===== src/design/ifr_tx_pkg.sv =====
// Purpose: shared constants and types for the response transmit control
// Assumes: 32-bit axi4-lite register access, one aligned word per register
// Notes:   register offsets are byte addresses
package ifr_tx_pkg;

    localparam int          AXI_ADDR_W      = 8;

    // register byte offsets
    localparam logic [7:0]  CTRL_OFFSET     = 8'h00;
    localparam logic [7:0]  DATA_OFFSET     = 8'h04;
    localparam logic [7:0]  STATUS_OFFSET   = 8'h08;

    // field positions in link_transmit_control
    localparam int          NOCRC_REQ_BIT   = 0;
    localparam int          CRC_REQ_BIT     = 1;
    localparam int          SINGLE_REQ_BIT  = 2;
    localparam int          EOT_REQ_BIT     = 3;
    localparam int          NORM_BIT_FORMAT_SELECT_BIT        = 4;

    // field positions in status
    localparam int          HOLD_EMPTY_BIT  = 0;
    localparam int          LOST_ARB_BIT    = 1;
    localparam int          BUSY_BIT        = 2;
    localparam int          EOD_PASSED_BIT  = 3;

    // values after reset
    localparam logic [2:0]  REQ_RESET       = 3'h0;
    localparam logic [7:0]  DATA_RESET      = 8'h00;

    // axi responses
    localparam logic [1:0]  RESP_OKAY       = 2'h0;
    localparam logic [1:0]  RESP_SLVERR     = 2'h2;

    typedef enum logic [2:0] {
        OP_NORM,
        OP_BYTE,
        OP_CRC,
        OP_EOD,
        OP_ONES
    } tx_op_type;

    typedef enum logic [1:0] {
        MODE_SINGLE,
        MODE_CRC,
        MODE_NOCRC
    } resp_mode_type;

    // command to the symbol transmitter; data[0] carries the nb value
    typedef struct packed {
        tx_op_type   op;
        logic [7:0]  data;
    } tx_cmd_type;

    // one-cycle events from the symbol layer
    typedef struct packed {
        logic eod_rx;        // valid eod seen, no crc error
        logic eof_rx;        // frame over
        logic done;          // last command finished and won
        logic arb_lost;      // last command lost arbitration
        logic arb_late;      // loss fell within the last two bits
        logic bus_error;     // any bus fault
        logic win_byte_end;  // the winning byte has completed
    } link_evt_type;

endpackage : ifr_tx_pkg


===== src/design/ifr_tx_ctrl.sv =====
// Purpose: in-frame response transmit control with axi4-lite registers
// Assumes: symbol layer on the same clock issues one-cycle events
// Notes:   bit timing, crc arithmetic and arbitration live downstream
//
// Chosen here: the address map and register access over AXI4-Lite.
`timescale 1ns/1ps
module ifr_tx_ctrl (
    // clock and reset
    input  wire logic                          core_clk_in,
    input  wire logic                          reset_n_in,
    // axi4-lite write
    input  wire logic [ifr_tx_pkg::AXI_ADDR_W-1:0] s_axi_awaddr_in,
    input  wire logic                          s_axi_awvalid_in,
    output logic                               s_axi_awready_out,
    input  wire logic [31:0]                   s_axi_wdata_in,
    input  wire logic [3:0]                    s_axi_wstrb_in,
    input  wire logic                          s_axi_wvalid_in,
    output logic                               s_axi_wready_out,
    output logic [1:0]                         s_axi_bresp_out,
    output logic                               s_axi_bvalid_out,
    input  wire logic                          s_axi_bready_in,
    // axi4-lite read
    input  wire logic [ifr_tx_pkg::AXI_ADDR_W-1:0] s_axi_araddr_in,
    input  wire logic                          s_axi_arvalid_in,
    output logic                               s_axi_arready_out,
    output logic [31:0]                        s_axi_rdata_out,
    output logic [1:0]                         s_axi_rresp_out,
    output logic                               s_axi_rvalid_out,
    input  wire logic                          s_axi_rready_in,
    // symbol layer
    input  wire ifr_tx_pkg::link_evt_type      link_evt_in,
    output ifr_tx_pkg::tx_cmd_type             tx_cmd_out,
    output logic                               tx_cmd_start_out
);
    import ifr_tx_pkg::*;

    typedef enum logic [2:0] {
        ST_IDLE,
        ST_NORM,
        ST_BYTE,
        ST_WAIT_WIN,
        ST_CRC,
        ST_EOD,
        ST_ONES
    } state_type;

    // bus slave state
    logic                  awready_ff, wready_ff, bvalid_ff;
    logic                  arready_ff, rvalid_ff;
    logic [1:0]            bresp_ff, rresp_ff;
    logic [31:0]           rdata_ff;
    logic                  aw_full_ff, w_full_ff;
    logic [AXI_ADDR_W-1:0] aw_addr_ff;
    logic [7:0]            w_data_ff;
    logic                  w_lane0_ff;

    // block state
    logic [2:0]            req_ff;
    logic                  eot_ff, norm_bit_format_select_ff;
    logic [7:0]            data_ff, shift_ff;
    logic                  hold_full_ff, hold_empty_ff, lost_ff;
    logic                  eod_passed_ff;
    state_type             state_ff, nxt_state;
    resp_mode_type         mode_ff, nxt_mode;
    tx_cmd_type            cmd_ff, nxt_cmd;
    logic                  cmd_start_ff, nxt_cmd_start;

    // write decode
    wire wr_fire   = aw_full_ff & w_full_ff & ~bvalid_ff;
    wire sel_ctrl  = aw_addr_ff == CTRL_OFFSET;
    wire sel_data  = aw_addr_ff == DATA_OFFSET;
    wire sel_stat  = aw_addr_ff == STATUS_OFFSET;
    wire wr_ok     = sel_ctrl | sel_data | sel_stat;
    wire wr_ctrl   = wr_fire & sel_ctrl & w_lane0_ff;
    wire wr_data   = wr_fire & sel_data & w_lane0_ff;
    wire wr_stat   = wr_fire & sel_stat & w_lane0_ff;
    wire eot_write = wr_ctrl & w_data_ff[EOT_REQ_BIT];
    wire lost_w1c  = wr_stat & w_data_ff[LOST_ARB_BIT];

    // read decode
    wire ar_fire   = s_axi_arvalid_in & arready_ff;
    wire rd_ctrl   = s_axi_araddr_in == CTRL_OFFSET;
    wire rd_data   = s_axi_araddr_in == DATA_OFFSET;
    wire rd_stat   = s_axi_araddr_in == STATUS_OFFSET;
    wire rd_ok     = rd_ctrl | rd_data | rd_stat;
    wire busy      = state_ff != ST_IDLE;
    wire [31:0] ctrl_word = {27'h000_0000, norm_bit_format_select_ff, eot_ff, req_ff};
    wire [31:0] stat_word = {28'h000_0000, eod_passed_ff, busy, lost_ff,
                             hold_empty_ff};
    wire [31:0] rd_word   = rd_ctrl ? ctrl_word :
                            rd_data ? {24'h00_0000, data_ff} :
                            rd_stat ? stat_word : 32'h0000_0000;

    // effective mode by priority; raw bits stay readable
    wire any_req    = |req_ff;
    wire [1:0] eff_mode = req_ff[SINGLE_REQ_BIT] ? MODE_SINGLE :
                          req_ff[CRC_REQ_BIT]    ? MODE_CRC    :
                                                   MODE_NOCRC;
    wire start_resp = (state_ff == ST_IDLE) & link_evt_in.eod_rx &
                      any_req & ~eod_passed_ff;
    wire start_crc  = eff_mode == MODE_CRC;
    wire run_crc    = (state_ff == ST_IDLE) ? start_crc
                                            : mode_ff == MODE_CRC;
    // crc-ended responses use nb=~norm_bit_format_select, others nb=norm_bit_format_select
    wire norm_val   = run_crc ? ~norm_bit_format_select_ff : norm_bit_format_select_ff;
    wire multi      = mode_ff != MODE_SINGLE;
    wire in_tx      = (state_ff == ST_BYTE) | (state_ff == ST_CRC) |
                      (state_ff == ST_EOD);
    wire abort_err  = busy & link_evt_in.bus_error;
    wire abort_eot  = busy & (mode_ff == MODE_SINGLE) & eot_ff;
    wire refill     = hold_full_ff;

    // response sequencer
    logic clr_req, clr_eot, set_lost, load_first, load_next;
    always_comb begin
        nxt_state     = state_ff;
        nxt_mode      = mode_ff;
        nxt_cmd       = cmd_ff;
        nxt_cmd_start = 1'b0;
        clr_req       = 1'b0;
        clr_eot       = 1'b0;
        set_lost      = 1'b0;
        load_first    = 1'b0;
        load_next     = 1'b0;
        if (abort_err || abort_eot) begin
            nxt_state = ST_IDLE;
            clr_req   = 1'b1;
            clr_eot   = 1'b1;
        end else begin
            case (state_ff)
                ST_IDLE: begin
                    if (start_resp) begin
                        nxt_mode      = resp_mode_type'(eff_mode);
                        load_first    = 1'b1;
                        nxt_state     = ST_NORM;
                        nxt_cmd       = '{OP_NORM, {7'h00, norm_val}};
                        nxt_cmd_start = 1'b1;
                    end
                    if (link_evt_in.eod_rx || link_evt_in.bus_error) begin
                        clr_eot = 1'b1;
                    end
                end
                // a lost nb means another responder's nb is on the bus:
                // follow it and go straight on to the byte
                ST_NORM: begin
                    if (link_evt_in.done || link_evt_in.arb_lost) begin
                        nxt_state     = ST_BYTE;
                        nxt_cmd       = '{OP_BYTE, shift_ff};
                        nxt_cmd_start = 1'b1;
                    end
                end
                ST_BYTE: begin
                    if (link_evt_in.arb_lost && !multi) begin
                        nxt_state = ST_WAIT_WIN;
                    end else if (link_evt_in.arb_lost) begin
                        set_lost = 1'b1;
                        clr_req  = 1'b1;
                        clr_eot  = 1'b1;
                        if (link_evt_in.arb_late) begin
                            nxt_state     = ST_ONES;
                            nxt_cmd       = '{OP_ONES, 8'h00};
                            nxt_cmd_start = 1'b1;
                        end else begin
                            nxt_state = ST_IDLE;
                        end
                    end else if (link_evt_in.done && !multi) begin
                        nxt_state = ST_IDLE;
                        clr_req   = 1'b1;
                    end else if (link_evt_in.done && refill) begin
                        load_next     = 1'b1;
                        nxt_cmd       = '{OP_BYTE, data_ff};
                        nxt_cmd_start = 1'b1;
                    end else if (link_evt_in.done && eot_ff) begin
                        nxt_state     = (mode_ff == MODE_CRC) ? ST_CRC
                                                              : ST_EOD;
                        nxt_cmd       = (mode_ff == MODE_CRC) ?
                                        tx_cmd_type'{OP_CRC, 8'h00} :
                                        tx_cmd_type'{OP_EOD, 8'h00};
                        nxt_cmd_start = 1'b1;
                    end else if (link_evt_in.done) begin
                        // underrun: close on a broken byte boundary
                        nxt_state     = ST_ONES;
                        nxt_cmd       = '{OP_ONES, 8'h00};
                        nxt_cmd_start = 1'b1;
                        clr_req       = 1'b1;
                    end
                end
                ST_WAIT_WIN: begin
                    if (link_evt_in.win_byte_end) begin
                        nxt_state     = ST_BYTE;
                        nxt_cmd       = '{OP_BYTE, shift_ff};
                        nxt_cmd_start = 1'b1;
                    end
                end
                ST_CRC: begin
                    if (link_evt_in.arb_lost) begin
                        set_lost  = 1'b1;
                        clr_req   = 1'b1;
                        clr_eot   = 1'b1;
                        nxt_state = ST_IDLE;
                    end else if (link_evt_in.done) begin
                        nxt_state     = ST_EOD;
                        nxt_cmd       = '{OP_EOD, 8'h00};
                        nxt_cmd_start = 1'b1;
                    end
                end
                ST_EOD: begin
                    if (link_evt_in.done || link_evt_in.arb_lost) begin
                        nxt_state = ST_IDLE;
                        clr_req   = 1'b1;
                        clr_eot   = 1'b1;
                        set_lost  = link_evt_in.arb_lost;
                    end
                end
                ST_ONES: begin
                    if (link_evt_in.done) begin
                        nxt_state = ST_IDLE;
                        clr_req   = 1'b1;
                    end
                end
                default: nxt_state = ST_IDLE;
            endcase
        end
    end

    // bus slave handshakes
    always_ff @(posedge core_clk_in or negedge reset_n_in) begin
        if (!reset_n_in) begin
            awready_ff <= 1'b1;
            wready_ff  <= 1'b1;
            aw_full_ff <= 1'b0;
            w_full_ff  <= 1'b0;
            aw_addr_ff <= '0;
            w_data_ff  <= 8'h00;
            w_lane0_ff <= 1'b0;
            bvalid_ff  <= 1'b0;
            bresp_ff   <= RESP_OKAY;
        end else begin
            if (s_axi_awvalid_in && awready_ff) begin
                aw_full_ff <= 1'b1;
                awready_ff <= 1'b0;
                aw_addr_ff <= s_axi_awaddr_in;
            end
            if (s_axi_wvalid_in && wready_ff) begin
                w_full_ff  <= 1'b1;
                wready_ff  <= 1'b0;
                w_data_ff  <= s_axi_wdata_in[7:0];
                w_lane0_ff <= s_axi_wstrb_in[0];
            end
            if (wr_fire) begin
                bvalid_ff <= 1'b1;
                bresp_ff  <= wr_ok ? RESP_OKAY : RESP_SLVERR;
            end
            if (bvalid_ff && s_axi_bready_in) begin
                bvalid_ff  <= 1'b0;
                aw_full_ff <= 1'b0;
                w_full_ff  <= 1'b0;
                awready_ff <= 1'b1;
                wready_ff  <= 1'b1;
            end
        end
    end

    always_ff @(posedge core_clk_in or negedge reset_n_in) begin
        if (!reset_n_in) begin
            arready_ff <= 1'b1;
            rvalid_ff  <= 1'b0;
            rdata_ff   <= 32'h0000_0000;
            rresp_ff   <= RESP_OKAY;
        end else if (ar_fire) begin
            arready_ff <= 1'b0;
            rvalid_ff  <= 1'b1;
            rdata_ff   <= rd_word;
            rresp_ff   <= rd_ok ? RESP_OKAY : RESP_SLVERR;
        end else if (rvalid_ff && s_axi_rready_in) begin
            arready_ff <= 1'b1;
            rvalid_ff  <= 1'b0;
        end
    end

    // control register: a new write beats an auto-clear in the same cycle
    always_ff @(posedge core_clk_in or negedge reset_n_in) begin
        if (!reset_n_in) begin
            req_ff  <= REQ_RESET;
            eot_ff  <= 1'b0;
            norm_bit_format_select_ff <= 1'b0;
        end else if (wr_ctrl) begin
            // after eod, request bits cannot be raised
            req_ff  <= eod_passed_ff ? (req_ff & w_data_ff[2:0])
                                     : w_data_ff[2:0];
            eot_ff  <= w_data_ff[EOT_REQ_BIT];
            norm_bit_format_select_ff <= w_data_ff[NORM_BIT_FORMAT_SELECT_BIT];
        end else begin
            if (clr_req) req_ff <= REQ_RESET;
            if (clr_eot) eot_ff <= 1'b0;
        end
    end

    // data holding and shift bytes; flags favour the hardware set
    wire multi_next = (state_ff == ST_IDLE) ? (eff_mode != MODE_SINGLE)
                                            : multi;
    wire set_empty = (load_first | load_next) & multi_next;
    always_ff @(posedge core_clk_in or negedge reset_n_in) begin
        if (!reset_n_in) begin
            data_ff       <= DATA_RESET;
            shift_ff      <= DATA_RESET;
            hold_full_ff  <= 1'b0;
            hold_empty_ff <= 1'b0;
            lost_ff       <= 1'b0;
        end else begin
            if (load_first || load_next) begin
                shift_ff     <= data_ff;
                hold_full_ff <= 1'b0;
            end
            if (wr_data) begin
                data_ff      <= w_data_ff;
                hold_full_ff <= busy | (load_first & 1'b0);
            end
            if (set_empty) begin
                hold_empty_ff <= 1'b1;
            end else if (wr_data || eot_write || !busy) begin
                hold_empty_ff <= 1'b0;
            end
            if (set_lost) begin
                lost_ff <= 1'b1;
            end else if (lost_w1c) begin
                lost_ff <= 1'b0;
            end
        end
    end

    // eod window, state and command registers
    always_ff @(posedge core_clk_in or negedge reset_n_in) begin
        if (!reset_n_in) begin
            eod_passed_ff <= 1'b0;
            state_ff      <= ST_IDLE;
            mode_ff       <= MODE_NOCRC;
            cmd_ff        <= '{OP_NORM, 8'h00};
            cmd_start_ff  <= 1'b0;
        end else begin
            if (link_evt_in.eod_rx) begin
                eod_passed_ff <= 1'b1;
            end else if (link_evt_in.eof_rx) begin
                eod_passed_ff <= 1'b0;
            end
            state_ff     <= nxt_state;
            mode_ff      <= nxt_mode;
            cmd_ff       <= nxt_cmd;
            cmd_start_ff <= nxt_cmd_start;
        end
    end

    assign s_axi_awready_out = awready_ff;
    assign s_axi_wready_out  = wready_ff;
    assign s_axi_bvalid_out  = bvalid_ff;
    assign s_axi_bresp_out   = bresp_ff;
    assign s_axi_arready_out = arready_ff;
    assign s_axi_rvalid_out  = rvalid_ff;
    assign s_axi_rdata_out   = rdata_ff;
    assign s_axi_rresp_out   = rresp_ff;
    assign tx_cmd_out        = cmd_ff;
    assign tx_cmd_start_out  = cmd_start_ff;

    wire quiet = ~link_evt_in.bus_error;
endmodule : ifr_tx_ctrl


===== config.mk =====
export PLATFORM = sky130hd
export DESIGN_NAME = ifr_tx_ctrl
export DESIGN_NICKNAME = d
export VERILOG_FILES = /design/src/design/ifr_tx_pkg.sv /design/src/design/ifr_tx_ctrl.sv
export SDC_FILE = /design/constraint.sdc
export NUM_CORES = 1
export LEC_CHECK = 0
export ABC_CLOCK_PERIOD_IN_PS = 2200
export CAP_MARGIN = 20
export CORE_ASPECT_RATIO = 0.5
export CORE_MARGIN = 4
export CORE_UTILIZATION = 30
export CTS_CLUSTER_SIZE = 14
export DETAILED_ROUTE_END_ITERATION = 10
export DONT_BUFFER_PORTS = 1
export GPL_ROUTABILITY_DRIVEN = 0
export PLACE_DENSITY = 0.53
export SLEW_MARGIN = 5
export SYNTH_ARGS = -nofsm -noshare
export SYNTH_HDL_FRONTEND = slang
export SYNTH_SLANG_ARGS = --single-unit

===== constraint.sdc =====
create_clock -name core_clk_in -period 2.2 [get_ports core_clk_in]
set_clock_uncertainty 0.05 [all_clocks]
set_input_delay 0.22 -clock core_clk_in [delete_from_list [all_inputs] [get_ports core_clk_in]]
set_output_delay 0.22 -clock core_clk_in [all_outputs]
set_load 0.1 [all_outputs]

**After elaboration in Yosys (flattened, before gate mapping)**

Index checks and enable logic that the tools add are counted.

- Bits in registers: 102
- Bits of input ports: 66
- Output and inout port bits: 53
- Logic and storage cells: 226

- Eq/ne operators: 29
- Multiplexer cells: 104
- Bitwise logic cells: 28
- Reduce and logical (&&, ||, !) cells: 38

Operators with widths:

| kind | number |
|---|---|
| $mux 11 | 12 |
| $mux 1 | 60 |
| $pmux 11 s5 | 1 |
| $mux 3 | 18 |
| $reduce_bool 2->1 | 12 |
| $pmux 3 s7 | 1 |
| $and 1x1->1 | 18 |
| $ne 3x3->1 const B | 6 |
| $eq 8x3->1 const B | 2 |
| $eq 8x4->1 const B | 2 |
| $logic_not 8->1 | 2 |
| $mux 8 | 2 |
| $ne 2x2->1 const B | 6 |
| $reduce_and 11->1 | 1 |
| $eq 3x3->1 const B | 3 |
| $mux 9 | 1 |
| $logic_and 1x1->1 | 8 |
| $mux 2 | 4 |
| $pmux 1 s4 | 2 |
| $reduce_and 8->1 | 1 |
| $ne 7x3->1 const B | 1 |
| $eq 3x2->1 const B | 2 |
| $logic_or 1x1->1 | 6 |
| $ne 6x6->1 const B | 1 |
| other kinds (18) | 27 |

**Longest topological paths before layout**

- Depth in word-level cells: 11
- Gate-level depth with buffers: 7
- Mapped depth without buffers: 5

**Worst setup path before layout**

OpenSTA, ideal clock, no wires.

- Path type: reg2reg
- Start point: register bvalid_ff (netlist: s_axi_bvalid_out)
- End point: register norm_bit_format_select_ff
- Setup time: 0.125 ns
- Arrival: 1.988 ns
- Required time: 2.025 ns
- Setup slack: 0.037 ns
- Stages on the path, launching flop included: 5
- Path buffers: 0
- Period minus slack after synthesis: 2.163 ns
- Cell sequence: dfrtp_1 -> and4b_1 -> nand3_1 -> nor3_2 -> mux2_2

- Word-level cells in the longest chain between the ends: 4

Ends and longest elaborated chain:

| item | line | text |
|---|---|---|
| from (decl) | ifr_tx_ctrl.sv:48 | `logic awready_ff, wready_ff, bvalid_ff;` |
| from (signal assigned) | ifr_tx_ctrl.sv:236 | `bvalid_ff <= 1'b0;` |
| from (signal assigned) | ifr_tx_ctrl.sv:251 | `bvalid_ff <= 1'b1;` |
| from (signal assigned) | ifr_tx_ctrl.sv:255 | `bvalid_ff <= 1'b0;` |
| $not 1->1 | ifr_tx_ctrl.sv:69 | `wire wr_fire = aw_full_ff & w_full_ff & ~bvalid_ff;` |
| $and 1x1->1 | ifr_tx_ctrl.sv:69 |  |
| $and 1x1->1 (2 in series) | ifr_tx_ctrl.sv:74 | `wire wr_ctrl = wr_fire & sel_ctrl & w_lane0_ff;` |
| to (signal assigned) | ifr_tx_ctrl.sv:292 | `norm_bit_format_select_ff <= w_data_ff[NORM_BIT_FORMAT_SELECT_BIT];` |
| to (decl) | ifr_tx_ctrl.sv:59 | `logic eot_ff, norm_bit_format_select_ff;` |

Every way passes these cells.
A chain may end at the register's enable or synchronous reset.

**Worst setup path after layout**

- Start point: register state_ff[0]
- End point: register cmd_ff, in the netlist tx_cmd_out[6]

- Word-level cells in the longest chain between the ends: 6
- Elaborated cells on any way between the ends: 26
- Those cells by class: eq/ne: 13; mux: 1; bitwise: 7; reduce/logical: 5

Ends and longest elaborated chain:

| item | line | text |
|---|---|---|
| from (decl) | ifr_tx_ctrl.sv:63 | `state_type state_ff, nxt_state;` |
| from (signal assigned) | ifr_tx_ctrl.sv:346 | `state_ff <= nxt_state;` |
| $logic_not 3->1 or $reduce_bool 3->1 (tied branches) | ifr_tx_ctrl.sv:99, ifr_tx_ctrl.sv:130, ifr_tx_ctrl.sv:86 |  |
| $and 1x1->1 (on tied branches) (2 in series) | ifr_tx_ctrl.sv:99, ifr_tx_ctrl.sv:110 |  |
| $and 1x1->1 or $logic_or 1x1->1 (tied branches) | ifr_tx_ctrl.sv:100, ifr_tx_ctrl.sv:125 |  |
| $ne 2x2->1 (no source line) or $not 1->1 (tied branches) | n/a |  |
| $reduce_and 11->1 (no source line) | n/a |  |
| to (signal assigned) | ifr_tx_ctrl.sv:338 | `cmd_ff <= '{OP_NORM, 8'h00};` |
| to (signal assigned) | ifr_tx_ctrl.sv:348 | `cmd_ff <= nxt_cmd;` |
| to (decl) | ifr_tx_ctrl.sv:65 | `tx_cmd_type cmd_ff, nxt_cmd;` |

Several ways; a longest one is shown, not always the timed one.

==> summary.txt <==
====================================================================================
Share of the synthesized area in the top cell type                            0.4675
Layout area overhead                                                          25.13%
Hold Crit Class                                                         input port to flop
Clock Pin Slew Worst Setup and Hold Paths                                    0.06 ns
Status                                                                  finished, final reports clean
Initial Utilization                                                           0.3161
Root cell of the clock tree                                             sky130_fd_sc_hd__clkbuf_16
Fin crit share                                                                0.9472
Wire length reported by the detailed router                             9393 microns
Design internal power                                                       3.397 mW
Average cell area after synthesis                                        10.76 sq um
Leakage component of the power                                              2.250 nW
Diodes inserted                                                                    0
Crit-path max FO                                                                  12
Number of maximum-capacitance violations                                           0
Gr ovfl total                                                                      0
Register area share after synthesis                                           0.4948
Number of top-level pins                                                         119
Net count of the finished layout                                                 487
Final count of negative-setup-slack endpoints                                      0
FF-to-FF path depth                                                                6
Setup WS pre-CTS                                                           0.1051 ns
Switching power                                                             2.082 mW
Worst setup EP type                                                             flop
Launching element type of the critical path                                     flop
Total routing resource utilization after global routing                       0.1306
Combined area of all synthesized cells                                    3854 sq um
Data arrival, critical path                                                  2.25 ns
Yosys cell types                                                                  56
Clock Power Share                                                              0.293
Clock buffers created by TritonCTS                                                 9
Max-slew headroom                                                             0.3662
Slew at the pin closest to its max-slew limit                              0.9507 ns
Share of flip-flops with an asynchronous set or reset after synthesis          1.000
Post-layout util                                                              0.3955
Largest net degree at the start of global routing                                 77
Final worst hold slack                                                    0.02702 ns
Vias after detailed routing                                                     2804
Number of synthesized register bits                                               76
PwrDens                                                                 1136 nW/um^2
Final-report max-slew violation count                                              0
Post-synth top area cell                                                sky130_fd_sc_hd__dfrtp_1
Number of global-route vias before repair                                       2792
Share of power burned in combinational logic                                   0.333
# port buffers                                                                     0
Antenna violations before repair                                                   0
Net switching fraction of the power                                           0.3801
Clock buffer depth                                                                 2
CTS tree                                                                         yes
First-iteration detailed-routing DRC count                                       141
Number of hold violations in the final report                                      0
Routed length per instance                                              15.89 microns
Placed inst area                                                          4165 sq um
Main area contributors after synthesis                                  sky130_fd_sc_hd__dfrtp_1 47%, sky130_fd_sc_hd__mux2_2 11%, sky130_fd_sc_hd__buf_4 5.1%
Reg power frac                                                                 0.374
Number of placement rows                                                          28
Number of warnings issued by yosys                                                 0
Worst-skew pair later-pin latency                                            0.33 ns
Vias per std cell                                                              4.745
Slack of the critical path                                                 0.1161 ns
Share of final-layout standard cells stronger than drive strength 1           0.2535
EDFF count, synth                                                                  0
Final HPWL DP                                                           6638 microns
Remaining number of nets flagged by the antenna check after routing                0
Crit path time final                                                        2.084 ns
Peak VDD IR                                                              0.0005741 V
Data required time of the critical path                                      2.37 ns
Top_reg_cell synth                                                      sky130_fd_sc_hd__dfrtp_1
Wire length of the first global-routing pass                            15080 microns
Area inside the core boundary                                            12190 sq um
Die height                                                              88.15 microns
Synth Instances                                                                  358
Worst hold stages                                                                  2
# DRC                                                                              0
Highest achievable clock rate                                              479.9 MHz
Number of iterations in the first detailed-routing pass                            4
# clock sinks                                                                     76
Setup Crit Path Kind                                                    flop to flop
Die Footprint                                                            14830 sq um
Overall die width                                                       168.3 microns
Post-Route Setup TNS                                                            0 ns
Buffer count from post-CTS setup fixing                                            0
H-Tree Depth                                                                       3
RSZ-0062 raised after global routing                                              no
Finished layout cell area                                                 4822 sq um
====================================================================================
-- synthesized netlist by cell type (4+ instances only) --
master                      n
sky130_fd_sc_hd__o41ai_1    4
sky130_fd_sc_hd__a31oi_1    4
sky130_fd_sc_hd__nor2b_1    9
sky130_fd_sc_hd__or2_2      5
sky130_fd_sc_hd__o21ai_0   17
sky130_fd_sc_hd__nand2b_1   4
sky130_fd_sc_hd__nor2_1    17
sky130_fd_sc_hd__nor3_1     7
sky130_fd_sc_hd__a311oi_1   4
sky130_fd_sc_hd__nand3_1    9
sky130_fd_sc_hd__dfstp_2    4
sky130_fd_sc_hd__clkbuf_1   9
sky130_fd_sc_hd__buf_4     26
sky130_fd_sc_hd__inv_1     13
sky130_fd_sc_hd__nand2_1   31
sky130_fd_sc_hd__mux2_4     8
sky130_fd_sc_hd__mux2i_1    4
sky130_fd_sc_hd__dfrtp_1   72
sky130_fd_sc_hd__a21oi_1   19
sky130_fd_sc_hd__o22ai_1    4
sky130_fd_sc_hd__mux2_2    36
sky130_fd_sc_hd__a22o_1     7
-- layout make-up --
type,instances,area (sq um)
fill,1214,7370
inverter,13,48.80
tap,165,206.4
multi-input combinational,254,1738
clock buffer,14,264.0
clock inverter,2,60.06
timing repair buffer,67,598.1
sequential,76,1907
-- registers in the layout (all words and copies together), names as in the netlist, 2 cells and up --
name and cells:
tx_cmd_out 11, aw_addr_ff 8, data_ff 8, s_axi_rdata_out 8, shift_ff 8, w_data_ff 8, req_ff 3, state_ff 3
mode_ff 2
-- per-stage QoR --
step | power [mW] | cells
after floorplan | 3.430 | 383
after global placement | 3.784 | 544
after detailed placement | 3.803 | 544
after CTS | 5.540 | 591
after global routing | 5.781 | 591
final | 5.479 | 591
-- worst max-delay path, stage by stage (launching register included) --
cell and delay (ns):
sky130_fd_sc_hd__dfrtp_1 0.40, sky130_fd_sc_hd__buf_4 0.17, sky130_fd_sc_hd__or2_2 0.36, sky130_fd_sc_hd__o41ai_1 0.25, sky130_fd_sc_hd__a211oi_1 0.08, sky130_fd_sc_hd__or2_4 0.34, sky130_fd_sc_hd__mux2_4 0.32
-- power groups by stage --
stage,clock network [mW],logic [mW],registers (mW)
global placement,0,1.72,2.07
global route,1.72,1.95,2.11
CTS,1.66,1.83,2.05
floorplan,0,0.977,2.45
finish,1.61,1.82,2.05
detailed placement,0,1.73,2.07
-- cells by family after synthesis --
group,after synthesis,synth area share
and+or+nand+nor,99,0.1364
AOI/OAI and AO/OA,79,0.1367
other,1,0.0009731
muxes,48,0.1468
buffers and inverters,53,0.07987
xor gates and xnor gates,2,0.004546
DFF,76,0.4948
-- cell usage in the layout, fill, tap and decap left out, drive strengths merged, types with 2 or more instances in the layout --
| cell type | instances |
|---|---|
| a21o | 3 |
| o21ai | 17 |
| and3 | 2 |
| nand2 | 31 |
| o22ai | 4 |
| xnor2 | 2 |
| nand2b | 4 |
| dlygate4sd3 | 30 |
| bufinv | 2 |
| a22o | 7 |
| o21bai | 2 |
| a21oi | 19 |
| buf | 37 |
| nor4b | 2 |
| mux2 | 44 |
| a22oi | 2 |
| nor3 | 8 |
| conb | 26 |
| nor3b | 2 |
| inv | 13 |
| nand4b | 2 |
| a31oi | 4 |
| clkbuf | 14 |
| nor2b | 9 |
| a211oi | 2 |
| a311oi | 4 |
| or3 | 2 |
| dfstp | 4 |
| mux2i | 4 |
| o41ai | 4 |
| nand3 | 9 |
| nor2 | 17 |
| or2 | 6 |
| dfrtp | 72 |
-- metal layers --
layer,vias to the layer above,wire (microns),GRT usage,part of all wire
met5,-,0,0,0
met4,0,74,0.03976,0.0079
met3,6,557,0.03787,0.059
met2,93,4191,0.2074,0.45
met1,1344,4569,0.1750,0.49
li1,1361,-,-,-
-- worst paths after layout --
kind                                                  endpoint                     start  slack (ns)
worst max-delay path                 tx_cmd_out[6]$_DFFE_PN0P_   state_ff[0]$_DFFE_PN0P_        0.12
worst min-delay path                     w_full_ff$_DFFE_PN0P_           s_axi_wvalid_in        0.03
worst max register to register       tx_cmd_out[6]$_DFFE_PN0P_   state_ff[0]$_DFFE_PN0P_        0.12
worst min register to register          data_ff[6]$_DFFE_PN0P_  w_data_ff[6]$_DFFE_PN0P_        0.45
max in group asynchronous         s_axi_wready_out$_DFFE_PN1P_                reset_n_in        1.37
min in group asynchronous       s_axi_rdata_out[4]$_DFFE_PN0P_                reset_n_in        0.38
-- timing repair --
action	CTS	global route
hold buffers	31	0
resized for setup	0	1
hold endpoints to repair	103	0
setup endpoints to repair	0	10
Note: power is estimated with default switching activity, not from simulation.
